==> src/eeprom_pkg.sv <==
// constants and types shared by the serial eeprom write control
package eeprom_pkg;
	localparam int unsigned CLK_PERIOD_NS = 5;
	localparam int unsigned PROG_TIME_NS = 10_000_000;
	localparam int unsigned PROG_CYCLES = PROG_TIME_NS / CLK_PERIOD_NS;
	localparam int unsigned PROG_W = 22;
	localparam int unsigned ADDR_W = 9;
	localparam int unsigned PAGE_W = 6;
	localparam int unsigned COL_W = 3;
	localparam int unsigned PAGE_BYTES = 8;
	localparam logic [3:0] OP_HI_NIBBLE = 4'h0;
	localparam logic [2:0] OP_SET_LATCH = 3'h6;
	localparam logic [2:0] OP_STATUS = 3'h5;
	localparam logic [2:0] OP_WRITE = 3'h2;
	localparam int unsigned OP_TOP_ADDR_BIT = 3;
	localparam logic [7:0] STATUS_BUSY_BYTE = 8'hff;
	localparam logic [3:0] STATUS_IDLE_HI = 4'h0;
	localparam logic [1:0] LVL_NONE = 2'h0;
	localparam logic [1:0] LVL_QUARTER = 2'h1;
	localparam logic [1:0] LVL_HALF = 2'h2;
	localparam logic [1:0] LVL_ALL = 2'h3;
	localparam logic [1:0] QUARTER_TOP = 2'h3;
	localparam int unsigned PIN_CS = 0;
	localparam int unsigned PIN_SCK = 1;
	localparam int unsigned PIN_SI = 2;
	localparam int unsigned PIN_WP = 3;
	localparam int unsigned PIN_N = 4;
	localparam logic [3:0] PIN_RST = 4'h9;
	localparam logic [3:0] COMMIT_DONE = 4'h8;

	typedef enum logic [2:0] {
		ST_IDLE,
		ST_OPCODE,
		ST_ADDR,
		ST_DATA,
		ST_STATUS,
		ST_IGNORE
	} frame_e;
endpackage

==> src/pin_link_if.sv <==
// synchronised serial pins and their edges, passed from the sampler to the controller
`timescale 1ns/1ps
interface pin_link_if;
	logic cs_n;
	logic si;
	logic wp_n;
	logic sck_rise;
	logic sck_fall;
	logic cs_fall;
	logic cs_rise;

	modport src (
		output cs_n,
		output si,
		output wp_n,
		output sck_rise,
		output sck_fall,
		output cs_fall,
		output cs_rise
	);
	modport dst (
		input cs_n,
		input si,
		input wp_n,
		input sck_rise,
		input sck_fall,
		input cs_fall,
		input cs_rise
	);
endinterface

==> src/eeprom_write_ctrl.sv <==
// write-side control of a serial eeprom: frame decode, page buffer, timed programming
`timescale 1ns/1ps
// Contract
// - no programming starts while the write-protect input is low.
// - a write is accepted only if the write latch was set earlier.
// - bytes inside the selected protected range are never programmed.
// - while programming, every command except status read is ignored.
// - programming starts only when chip select rises after a valid write frame.
// - status bit 0 reads one while programming, zero once finished.
// - after each data byte only the three low address bits increment.
// - more than eight bytes wrap inside the page, overwriting earlier bytes.
// - the write latch clears itself when programming completes.
// - write with protect low or latch clear is discarded, standby at deselect.
// - after a discarded write, input is ignored until chip select falls again.
// - opcodes: upper nibble zero; set latch x110, status x101, write a010.
// - status holds busy, latch, two level bits; upper zero idle, all ones busy.
// - level 00 none, 01 top quarter, 10 top half, 11 whole array.
// - protect low during the frame aborts it; no effect once programming runs.
module eeprom_write_ctrl
	import eeprom_pkg::*;
#(
	parameter int unsigned PROG_CYCLES_P = PROG_CYCLES
)
(
	// clock and reset
	input wire logic clk_sys,
	input wire logic rst,
	// serial pins
	input wire logic cs_n,
	input wire logic sck,
	input wire logic si,
	input wire logic wp_n,
	output logic so,
	output logic so_oe,
	// protection level
	input wire logic protect_level_hi,
	input wire logic protect_level_lo,
	// array write port
	output logic mem_we,
	output logic [ADDR_W-1:0] mem_addr,
	output logic [7:0] mem_data,
	// state
	output logic busy,
	output logic write_latch
);
	pin_link_if link();

	link_sampler u_sampler (
		.clk_sys(clk_sys),
		.rst(rst),
		.pin_raw({wp_n, si, sck, cs_n}),
		.link(link.src)
	);

	frame_e state_ff, nxt_state;
	logic [2:0] bit_cnt_ff, nxt_bit_cnt;
	logic [7:0] shift_ff, nxt_shift;
	logic [7:0] out_ff, nxt_out;
	logic addr_top_ff, nxt_addr_top;
	logic [PAGE_W-1:0] page_ff, nxt_page;
	logic [COL_W-1:0] col_ff, nxt_col;
	logic [7:0] buf_ff [PAGE_BYTES];
	logic [7:0] nxt_buf [PAGE_BYTES];
	logic [PAGE_BYTES-1:0] loaded_ff, nxt_loaded;
	logic wel_ff, nxt_wel;
	logic busy_ff, nxt_busy;
	logic [PROG_W-1:0] timer_ff, nxt_timer;
	logic [3:0] commit_ff, nxt_commit;
	logic so_ff, nxt_so;
	logic so_oe_ff, nxt_so_oe;
	logic mem_we_ff, nxt_mem_we;
	logic [ADDR_W-1:0] mem_addr_ff, nxt_mem_addr;
	logic [7:0] mem_data_ff, nxt_mem_data;
	logic [1:0] level;
	logic [7:0] status_byte;
	logic [7:0] rx_byte;
	logic [ADDR_W-1:0] commit_addr;

	function automatic logic is_protected(input logic [1:0] lvl, input logic [ADDR_W-1:0] a);
		logic hit;
		hit = 1'b0;
		unique case (lvl)
			LVL_NONE: hit = 1'b0;
			LVL_QUARTER: hit = (a[ADDR_W-1:ADDR_W-2] == QUARTER_TOP);
			LVL_HALF: hit = a[ADDR_W-1];
			LVL_ALL: hit = 1'b1;
		endcase
		return hit;
	endfunction

	assign level = {protect_level_hi, protect_level_lo};
	// busy forces every status bit high
	assign status_byte = busy_ff ? STATUS_BUSY_BYTE :
		{STATUS_IDLE_HI, level, wel_ff, busy_ff};
	assign rx_byte = {shift_ff[6:0], link.si};
	assign commit_addr = {page_ff, commit_ff[COL_W-1:0]};

	always_comb
	begin
		nxt_state = state_ff;
		nxt_bit_cnt = bit_cnt_ff;
		nxt_shift = shift_ff;
		nxt_out = out_ff;
		nxt_addr_top = addr_top_ff;
		nxt_page = page_ff;
		nxt_col = col_ff;
		nxt_buf = buf_ff;
		nxt_loaded = loaded_ff;
		nxt_wel = wel_ff;
		nxt_busy = busy_ff;
		nxt_timer = timer_ff;
		nxt_commit = commit_ff;
		nxt_so = so_ff;
		nxt_so_oe = so_oe_ff;
		nxt_mem_we = 1'b0;
		nxt_mem_addr = mem_addr_ff;
		nxt_mem_data = mem_data_ff;

		// programming runs on its own once started; only the protection level pins still gate the commit writes
		if (busy_ff)
		begin
			if (commit_ff != COMMIT_DONE)
			begin
				nxt_commit = commit_ff + 4'h1;
				nxt_mem_addr = commit_addr;
				nxt_mem_data = buf_ff[commit_ff[COL_W-1:0]];
				nxt_mem_we = loaded_ff[commit_ff[COL_W-1:0]]
					& ~is_protected(level, commit_addr);
			end
			if (timer_ff == '0)
			begin
				nxt_busy = 1'b0;
				nxt_wel = 1'b0;
				nxt_loaded = '0;
			end
			else
			begin
				nxt_timer = timer_ff - 1'b1;
			end
		end

		if (link.cs_rise)
		begin
			nxt_state = ST_IDLE;
			nxt_so_oe = 1'b0;
			// a trailing partial byte means a broken frame, so nothing is committed
			if (state_ff == ST_DATA && bit_cnt_ff == 3'h0 && loaded_ff != '0
				&& link.wp_n && !busy_ff)
			begin
				nxt_busy = 1'b1;
				nxt_timer = PROG_W'(PROG_CYCLES_P - 1);
				nxt_commit = 4'h0;
			end
			else if (!busy_ff)
			begin
				nxt_loaded = '0;
			end
		end
		else if (link.cs_fall)
		begin
			nxt_state = ST_OPCODE;
			nxt_bit_cnt = 3'h0;
		end
		else if (!link.cs_n)
		begin
			if ((state_ff == ST_ADDR || state_ff == ST_DATA) && !link.wp_n)
			begin
				nxt_state = ST_IGNORE;
			end
			else if (link.sck_rise && state_ff != ST_IGNORE && state_ff != ST_IDLE)
			begin
				nxt_shift = rx_byte;
				nxt_bit_cnt = bit_cnt_ff + 3'h1;
				if (bit_cnt_ff == 3'h7)
				begin
					unique case (state_ff)
						ST_OPCODE:
						begin
							nxt_state = ST_IGNORE;
							if (rx_byte[7:4] == OP_HI_NIBBLE)
							begin
								if (rx_byte[2:0] == OP_STATUS)
								begin
									nxt_state = ST_STATUS;
									nxt_so_oe = 1'b1;
								end
								else if (busy_ff)
								begin
									nxt_state = ST_IGNORE;
								end
								else if (rx_byte[2:0] == OP_SET_LATCH && link.wp_n)
								begin
									nxt_wel = 1'b1;
								end
								else if (rx_byte[2:0] == OP_WRITE && link.wp_n && wel_ff)
								begin
									nxt_state = ST_ADDR;
									nxt_addr_top = rx_byte[OP_TOP_ADDR_BIT];
									nxt_loaded = '0;
								end
							end
						end
						ST_ADDR:
						begin
							nxt_page = {addr_top_ff, rx_byte[7:COL_W]};
							nxt_col = rx_byte[COL_W-1:0];
							nxt_state = ST_DATA;
						end
						ST_DATA:
						begin
							nxt_buf[col_ff] = rx_byte;
							nxt_loaded[col_ff] = 1'b1;
							nxt_col = col_ff + 3'h1;
						end
						default:
						begin
							nxt_state = state_ff;
						end
					endcase
				end
			end
			else if (link.sck_fall && state_ff == ST_STATUS)
			begin
				// fresh status at each byte boundary so polling sees busy drop
				if (bit_cnt_ff == 3'h0)
				begin
					nxt_so = status_byte[7];
					nxt_out = {status_byte[6:0], 1'b0};
				end
				else
				begin
					nxt_so = out_ff[7];
					nxt_out = {out_ff[6:0], 1'b0};
				end
			end
		end
	end

	always_ff @(posedge clk_sys)
	begin
		if (rst)
		begin
			state_ff <= ST_IDLE;
			bit_cnt_ff <= 3'h0;
			shift_ff <= 8'h00;
			out_ff <= 8'h00;
			addr_top_ff <= 1'b0;
			page_ff <= '0;
			col_ff <= 3'h0;
			buf_ff <= '{default: 8'h00};
			loaded_ff <= '0;
			wel_ff <= 1'b0;
			busy_ff <= 1'b0;
			timer_ff <= '0;
			commit_ff <= COMMIT_DONE;
			so_ff <= 1'b0;
			so_oe_ff <= 1'b0;
			mem_we_ff <= 1'b0;
			mem_addr_ff <= '0;
			mem_data_ff <= 8'h00;
		end
		else
		begin
			state_ff <= nxt_state;
			bit_cnt_ff <= nxt_bit_cnt;
			shift_ff <= nxt_shift;
			out_ff <= nxt_out;
			addr_top_ff <= nxt_addr_top;
			page_ff <= nxt_page;
			col_ff <= nxt_col;
			buf_ff <= nxt_buf;
			loaded_ff <= nxt_loaded;
			wel_ff <= nxt_wel;
			busy_ff <= nxt_busy;
			timer_ff <= nxt_timer;
			commit_ff <= nxt_commit;
			so_ff <= nxt_so;
			so_oe_ff <= nxt_so_oe;
			mem_we_ff <= nxt_mem_we;
			mem_addr_ff <= nxt_mem_addr;
			mem_data_ff <= nxt_mem_data;
		end
	end

	assign so = so_ff;
	assign so_oe = so_oe_ff;
	assign mem_we = mem_we_ff;
	assign mem_addr = mem_addr_ff;
	assign mem_data = mem_data_ff;
	assign busy = busy_ff;
	assign write_latch = wel_ff;
endmodule

==> src/link_sampler.sv <==
// two-flop synchronisers and edge finders for the serial pins
`timescale 1ns/1ps
module link_sampler
	import eeprom_pkg::*;
(
	// clock and reset
	input wire logic clk_sys,
	input wire logic rst,
	// raw pins
	input wire logic [PIN_N-1:0] pin_raw,
	// synchronised side
	pin_link_if.src link
);
	logic [PIN_N-1:0] meta_ff;
	logic [PIN_N-1:0] sync_ff;
	logic [PIN_N-1:0] prev_ff;

	// meta_ff feeds sync_ff only; edges come from sync_ff against prev_ff
	for (genvar i = 0; i < PIN_N; i++)
	begin : g_pin
		always_ff @(posedge clk_sys)
		begin
			if (rst)
			begin
				meta_ff[i] <= PIN_RST[i];
				sync_ff[i] <= PIN_RST[i];
				prev_ff[i] <= PIN_RST[i];
			end
			else
			begin
				meta_ff[i] <= pin_raw[i];
				sync_ff[i] <= meta_ff[i];
				prev_ff[i] <= sync_ff[i];
			end
		end
	end

	assign link.cs_n = sync_ff[PIN_CS];
	assign link.si = sync_ff[PIN_SI];
	assign link.wp_n = sync_ff[PIN_WP];
	assign link.sck_rise = sync_ff[PIN_SCK] & ~prev_ff[PIN_SCK];
	assign link.sck_fall = ~sync_ff[PIN_SCK] & prev_ff[PIN_SCK];
	assign link.cs_fall = ~sync_ff[PIN_CS] & prev_ff[PIN_CS];
	assign link.cs_rise = sync_ff[PIN_CS] & ~prev_ff[PIN_CS];
endmodule

==> config.mk <==
export PLATFORM = sky130hd
export DESIGN_NAME = eeprom_write_ctrl
export DESIGN_NICKNAME = d
export VERILOG_FILES = /design/src/eeprom_pkg.sv /design/src/pin_link_if.sv /design/src/eeprom_write_ctrl.sv /design/src/link_sampler.sv
export SDC_FILE = /design/constraint.sdc
export NUM_CORES = 1
export LEC_CHECK = 0
export ABC_AREA = 1
export BUFFER_PORTS_ARGS = -buffer_cell sky130_fd_sc_hd__buf_2
export CAP_MARGIN = 25
export CORE_UTILIZATION = 44
export CTS_BUF_LIST = sky130_fd_sc_hd__clkbuf_16
export DETAILED_ROUTE_END_ITERATION = 8
export PLACE_DENSITY_LB_ADDON = 0.25
export SETUP_SLACK_MARGIN = 0.02
export SLEW_MARGIN = 20
export SYNTH_ARGS = -nofsm -noshare
export SYNTH_HDL_FRONTEND = slang
export SYNTH_SLANG_ARGS = --single-unit
==> constraint.sdc <==
create_clock -name clk_sys -period 2.6 [get_ports clk_sys]
set_clock_uncertainty 0.1 [all_clocks]
set_input_delay 0.52 -clock clk_sys [delete_from_list [all_inputs] [get_ports clk_sys]]
set_output_delay 0.52 -clock clk_sys [all_outputs]
set_load 0.03 [all_outputs]
## Yosys cells after proc, flatten, opt, wreduce, memory -nomap -nowiden

Index checks and enable logic that the tools add are counted.

- Flip-flop bits (word level): 161
- Output and inout port bits: 22
- Logic and storage cells: 200
- Bits of input ports: 8

- Order comparisons: 6
- $add $sub $neg: 4
- Bitwise logic cells: 21
- Eq/ne operators: 16
- Multiplexer cells: 73
- Reduce and logical (&&, ||, !) cells: 44

Operator list:

| cell | number |
|---|---|
| 2-to-1 mux 8 bit | 20 |
| 2-to-1 mux 22 bit | 4 |
| bitwise mux 64 bit | 1 |
| 2-to-1 mux 3 bit | 12 |
| binary-select mux 8 bit (select 3 bit) | 1 |
| demux 8 bit (select 3 bit) | 1 |
| 2-to-1 mux 1 bit | 24 |
| logical NOT 22 bit | 1 |
| subtractor 22 x 1 -> 22 bit (second input constant) | 1 |
| AND reduction 7 bit | 3 |
| 2-to-1 mux 4 bit | 4 |
| one-hot mux 8 bit (2 select lines) | 1 |
| logical AND 1 bit | 13 |
| NOT 1 bit | 13 |
| equality test 3 bit (second input constant) | 4 |
| one-hot mux 3 bit (2 select lines) | 2 |
| AND reduction 12 bit | 1 |
| AND reduction 4 bit | 3 |
| nonzero test 3 bit | 4 |
| equality test 3 x 2 -> 1 bit (second input constant) | 3 |
| >= comparator 4 bit (second input constant) | 2 |
| < comparator 3 x 4 -> 1 bit (second input constant) | 2 |
| NOT 3 -> 4 bit | 2 |
| bitwise OR 8 bit | 1 |
| other kinds (28) | 41 |

## Depth between registers and ports, before layout

- Word-level depth: 15
- Depth in mapped cells: 13
- Gate-level depth less buffers: 12

## By module

A second synthesis with hierarchy kept.

- Cell total of the unflattened synthesis: 1103
- Area, all modules: 7626.1 um2

By module, submodules not included:

| module | area an instance (um2) | sequential area each (um2) | times used | cells an instance |
|---|---|---|---|---|
| eeprom_write_ctrl | 7324.5 | 3002.9 | 1 | 1066 |
| link_sampler | 301.5 | 200.2 | 1 | 37 |

## Worst setup path before layout

OpenSTA, ideal clock, no wires.

- Path type: reg-to-reg
- Start point: reg commit_ff[0]
- End point: reg mem_addr_ff[5], in the netlist mem_addr[5]
- Cell stages (with the launch flop): 11
- Arrival time: 1863 ps
- Path slack: 567 ps
- Buffers on the path: 3
- Clock period less this slack: 2033 ps
- Cell sequence: dfxtp_1 -> clkbuf_1 -> clkinv_1 -> clkbuf_1 -> ha_1 -> nand3_1 -> nand2_1 -> inv_1 -> clkbuf_1 -> o21ai_0 -> a21oi_1

- Word-level cells in the longest chain between the ends: 2

RTL lines:

| element | line | source |
|---|---|---|
| from (decl) | eeprom_write_ctrl.sv:68 | `logic [3:0] commit_ff, nxt_commit;` |
| from (signal assigned) | eeprom_write_ctrl.sv:276 | `commit_ff <= nxt_commit;` |
| inequality test 4 bit | eeprom_write_ctrl.sv:122 | `if (commit_ff != COMMIT_DONE)` |
| AND reduction 2 bit (no source line) | -- |  |
| to (signal assigned) | eeprom_write_ctrl.sv:280 | `mem_addr_ff <= nxt_mem_addr;` |
| to (decl) | eeprom_write_ctrl.sv:72 | `logic [ADDR_W-1:0] mem_addr_ff, nxt_mem_addr;` |

No other way between the ends.
A chain may end at the register's enable or synchronous reset.

## Worst setup path after layout

- Start point: reg bit_cnt_ff[1]
- End point: reg buf_ff[30] (netlist name)

- Word-level cells in the longest chain between the ends: 2

RTL lines:

| element | line | source |
|---|---|---|
| from (decl) | eeprom_write_ctrl.sv:56 | `logic [2:0] bit_cnt_ff, nxt_bit_cnt;` |
| from (signal assigned) | eeprom_write_ctrl.sv:265 | `bit_cnt_ff <= nxt_bit_cnt;` |
| equality test 3 bit | eeprom_write_ctrl.sv:174 | `if (bit_cnt_ff == 3'h7)` |
| AND reduction 7 bit (no source line) | -- |  |
| to (signal assigned) | eeprom_write_ctrl.sv:271 | `buf_ff <= nxt_buf;` |
| to (decl) | eeprom_write_ctrl.sv:62 | `logic [7:0] buf_ff [PAGE_BYTES];` |

No other way between the ends.

==> results.json <==
{
  "status": "finished, final reports clean",
  "totalWireLength_mm": 18.34,
  "layout_commonest_cell": "nand2_1",
  "post_dp_cell_area_um2": 7812,
  "antenna_found_initial": 0,
  "dieArea_um2": 17480,
  "initialDrtViolationCount": 554,
  "die_x_um": 132.2,
  "peakVddDrop_v": 0.0004637,
  "hold_buffers": 0,
  "synth_area_um2": 7462,
  "overflow": 0,
  "tightestPinTransition_ps": 563.0,
  "clock_latency_ps": 440,
  "synth_area_leaders": "dfxtp_1, a21oi_1, o21ai_0",
  "io_buffer_count": 29,
  "max_freq_mhz": 431.8,
  "drv_cap": 0,
  "num-nets-final": 1108,
  "grt_max_degree": 65,
  "drc": 0,
  "yosysSeqAreaShare_pct": 42.92,
  "period_minus_slack_ps": 2316,
  "postCtsResizedCells": 0,
  "gp_congestion": 0.8939,
  "path_class": "flop to flop",
  "design_area_um2": 8404,
  "wl_per_cell_um": 13.87,
  "setup_violations": 0,
  "final.period_utilization_pct": 89.07,
  "diodes": 0,
  "start_util_pct": 45.00,
  "rows": 47,
  "relSlewSlack_pct": 62.46,
  "tritoncts": "yes",
  "synth_area_leader_cell": "dfxtp_1",
  "start_kind": "flop",
  "leakagePower_nw": 3.597,
  "cts_sinks": 160,
  "synthDistinctLibCells": 35,
  "p_per_area_nw_per_um2": 606.9,
  "final_hold_viol_count": 0,
  "synth.avg_cell_area_um2": 6.948,
  "postSynthNetCount": 1092,
  "grt_pass1_vias": 6074,
  "cp-end-kind": "flop",
  "via_per_inst": 5.095,
  "num_io_pins": 30,
  "hold_path_class": "input pin to flop",
  "dpl.hpwl_mm": 12.61,
  "setup_slack_ps": 284.3,
  "ant_nets": 0,
  "fin_setup_tns_ps": 0,
  "required_ps": 2810,
  "layout-drive-gt1-share_pct": 9.165,
  "synth_top_area_share_pct": 42.92,
  "yosys_warnings": 0,
  "clock-root-buffer": "clkbuf_16",
  "num_vias": 6736,
  "ys_ff_latch": 160,
  "final_cell_mix": "nand2_1, dfxtp_1, inv_1",
  "cts_buffers": 17,
  "synth_cells": 1074,
  "syn_to_final_growth_pct": 12.63,
  "die_h_um": 132.2,
  "dr.pass1.iters": 7,
  "clk_pin_slew_worst_paths_ps": 70,
  "ctsHtreeMaxLevel": 4,
  "clockBufferDepth": 2,
  "rsz0062_at_grt": "no",
  "grt_pass1_wl_mm": 30.60,
  "place_ws_ps": 355.0,
  "slew_viol_final": 0,
  "core_um2": 16580,
  "worstPathMaxFanout": 16,
  "cts_setup_buffers": 0,
  "timing.critical_path.arrival_ps": 2530,
  "grt_use_total_pct": 21.90
}
-- through the flow --
step           total power, W  utilization [%]  instances  hold WS, ps
6_report             0.005101            50.68       1322        171.5
5_1_grt              0.005261            50.68       1322        171.3
4_1_cts              0.005144            50.68       1322        159.9
3_5_place_dp         0.002620            47.11       1291        295.5
3_3_place_gp         0.002618            47.11       1291        289.7
2_1_floorplan        0.002588                -       1074        288.3
-- synthesized netlist by cell type --
cell / count
o21ai_0: 133
nor2_8: 1
inv_1: 139
or2_2: 5
nand2_4: 1
buf_4: 3
o21a_1: 1
nand3_2: 3
dfxtp_1: 160
clkinv_1: 3
nand2_1: 175
a31oi_1: 11
nor2_4: 3
nor4_1: 3
xnor2_1: 1
xor2_1: 5
nor2_2: 2
buf_1: 2
nand3_1: 50
o22ai_1: 2
o21ai_1: 1
nand4_1: 18
nor3b_1: 1
clkbuf_1: 36
nand3b_1: 1
nor2_1: 115
inv_2: 3
ha_1: 10
buf_2: 11
and3_1: 1
nand2_2: 5
a21oi_1: 134
a211oi_1: 13
o211ai_1: 7
nor3_1: 15
-- state kept, by name, summed over array words and instances (netlist names), 6 cells and up --
register and flops:
shift_ff 7, mem_data 8, loaded_ff 8, out_ff 7, page_ff 6, timer_ff 22
buf_ff 64, mem_addr 9
-- where the power goes --
group	internal (W)	leakage [nW]	total, W	switching (W)
logic	0.0000282	2.02	0.0000998	0.0000716
clock network	0.00150	0.290	0.00254	0.00103
registers	0.00246	1.29	0.00247	0.00000718
-- path summary, 6_finish.rpt --
check | from | to | slack (ps) | cells after the start
worst max-delay path | bit_cnt_ff[1]$_SDFFE_PP0P_ | buf_ff[30]$_SDFFE_PP0P_ | 280 | 7
worst min-delay path | cs_n | u_sampler.meta_ff[0]$_SDFF_PP1_ | 170 | 2
worst max register to register | bit_cnt_ff[1]$_SDFFE_PP0P_ | buf_ff[30]$_SDFFE_PP0P_ | 280 | 7
worst min register to register | u_sampler.meta_ff[2]$_SDFF_PP0_ | u_sampler.link.si$_SDFF_PP0_ | 310 | 2
-- layout make-up --
cell class                      instances  area [um^2]
Sequential cell                       160         3203
Clock buffer                           17        425.4
Timing Repair Buffer                   49        295.3
Fill cell                            1662         8179
Clock inverter                         14        166.4
Tap cell                              220        275.3
Inverter                              145        544.3
Multi-Input combinational cell        717         3495
-- layer usage --
layer	up-vias	global-route usage [%]	wire length, um	part of all wire (%)
met4	0	8.429	312	1.7
met3	20	4.075	815	4.4
li1	3549	-	-	-
met2	151	32.13	7653	42
met5	-	0	0	0
met1	3016	31.66	9555	52
-- logic make-up (layout without fill, tap and decap cells) --
group | Yosys count | after routing | synth area share (%)
AND/OR/NAND/NOR | 399 | 399 | 23.27
AO/OA/AOI/OAI | 302 | 302 | 21.18
buffers and inverters | 197 | 225 | 10.24
flip-flops | 160 | 160 | 42.92
adder cells (fa/ha/maj) | 10 | 10 | 1.677
XOR/XNOR | 6 | 6 | 0.7042
-- worst max-delay path: stages (launching register included) --
cell and delay [ps]:
dfxtp_1 350, ha_1 160, ha_1 270, inv_1 210
nor4_1 400, nand2_1 370, o21ai_0 280, a21oi_1 60
Note: power is estimated with default switching activity, not from simulation.
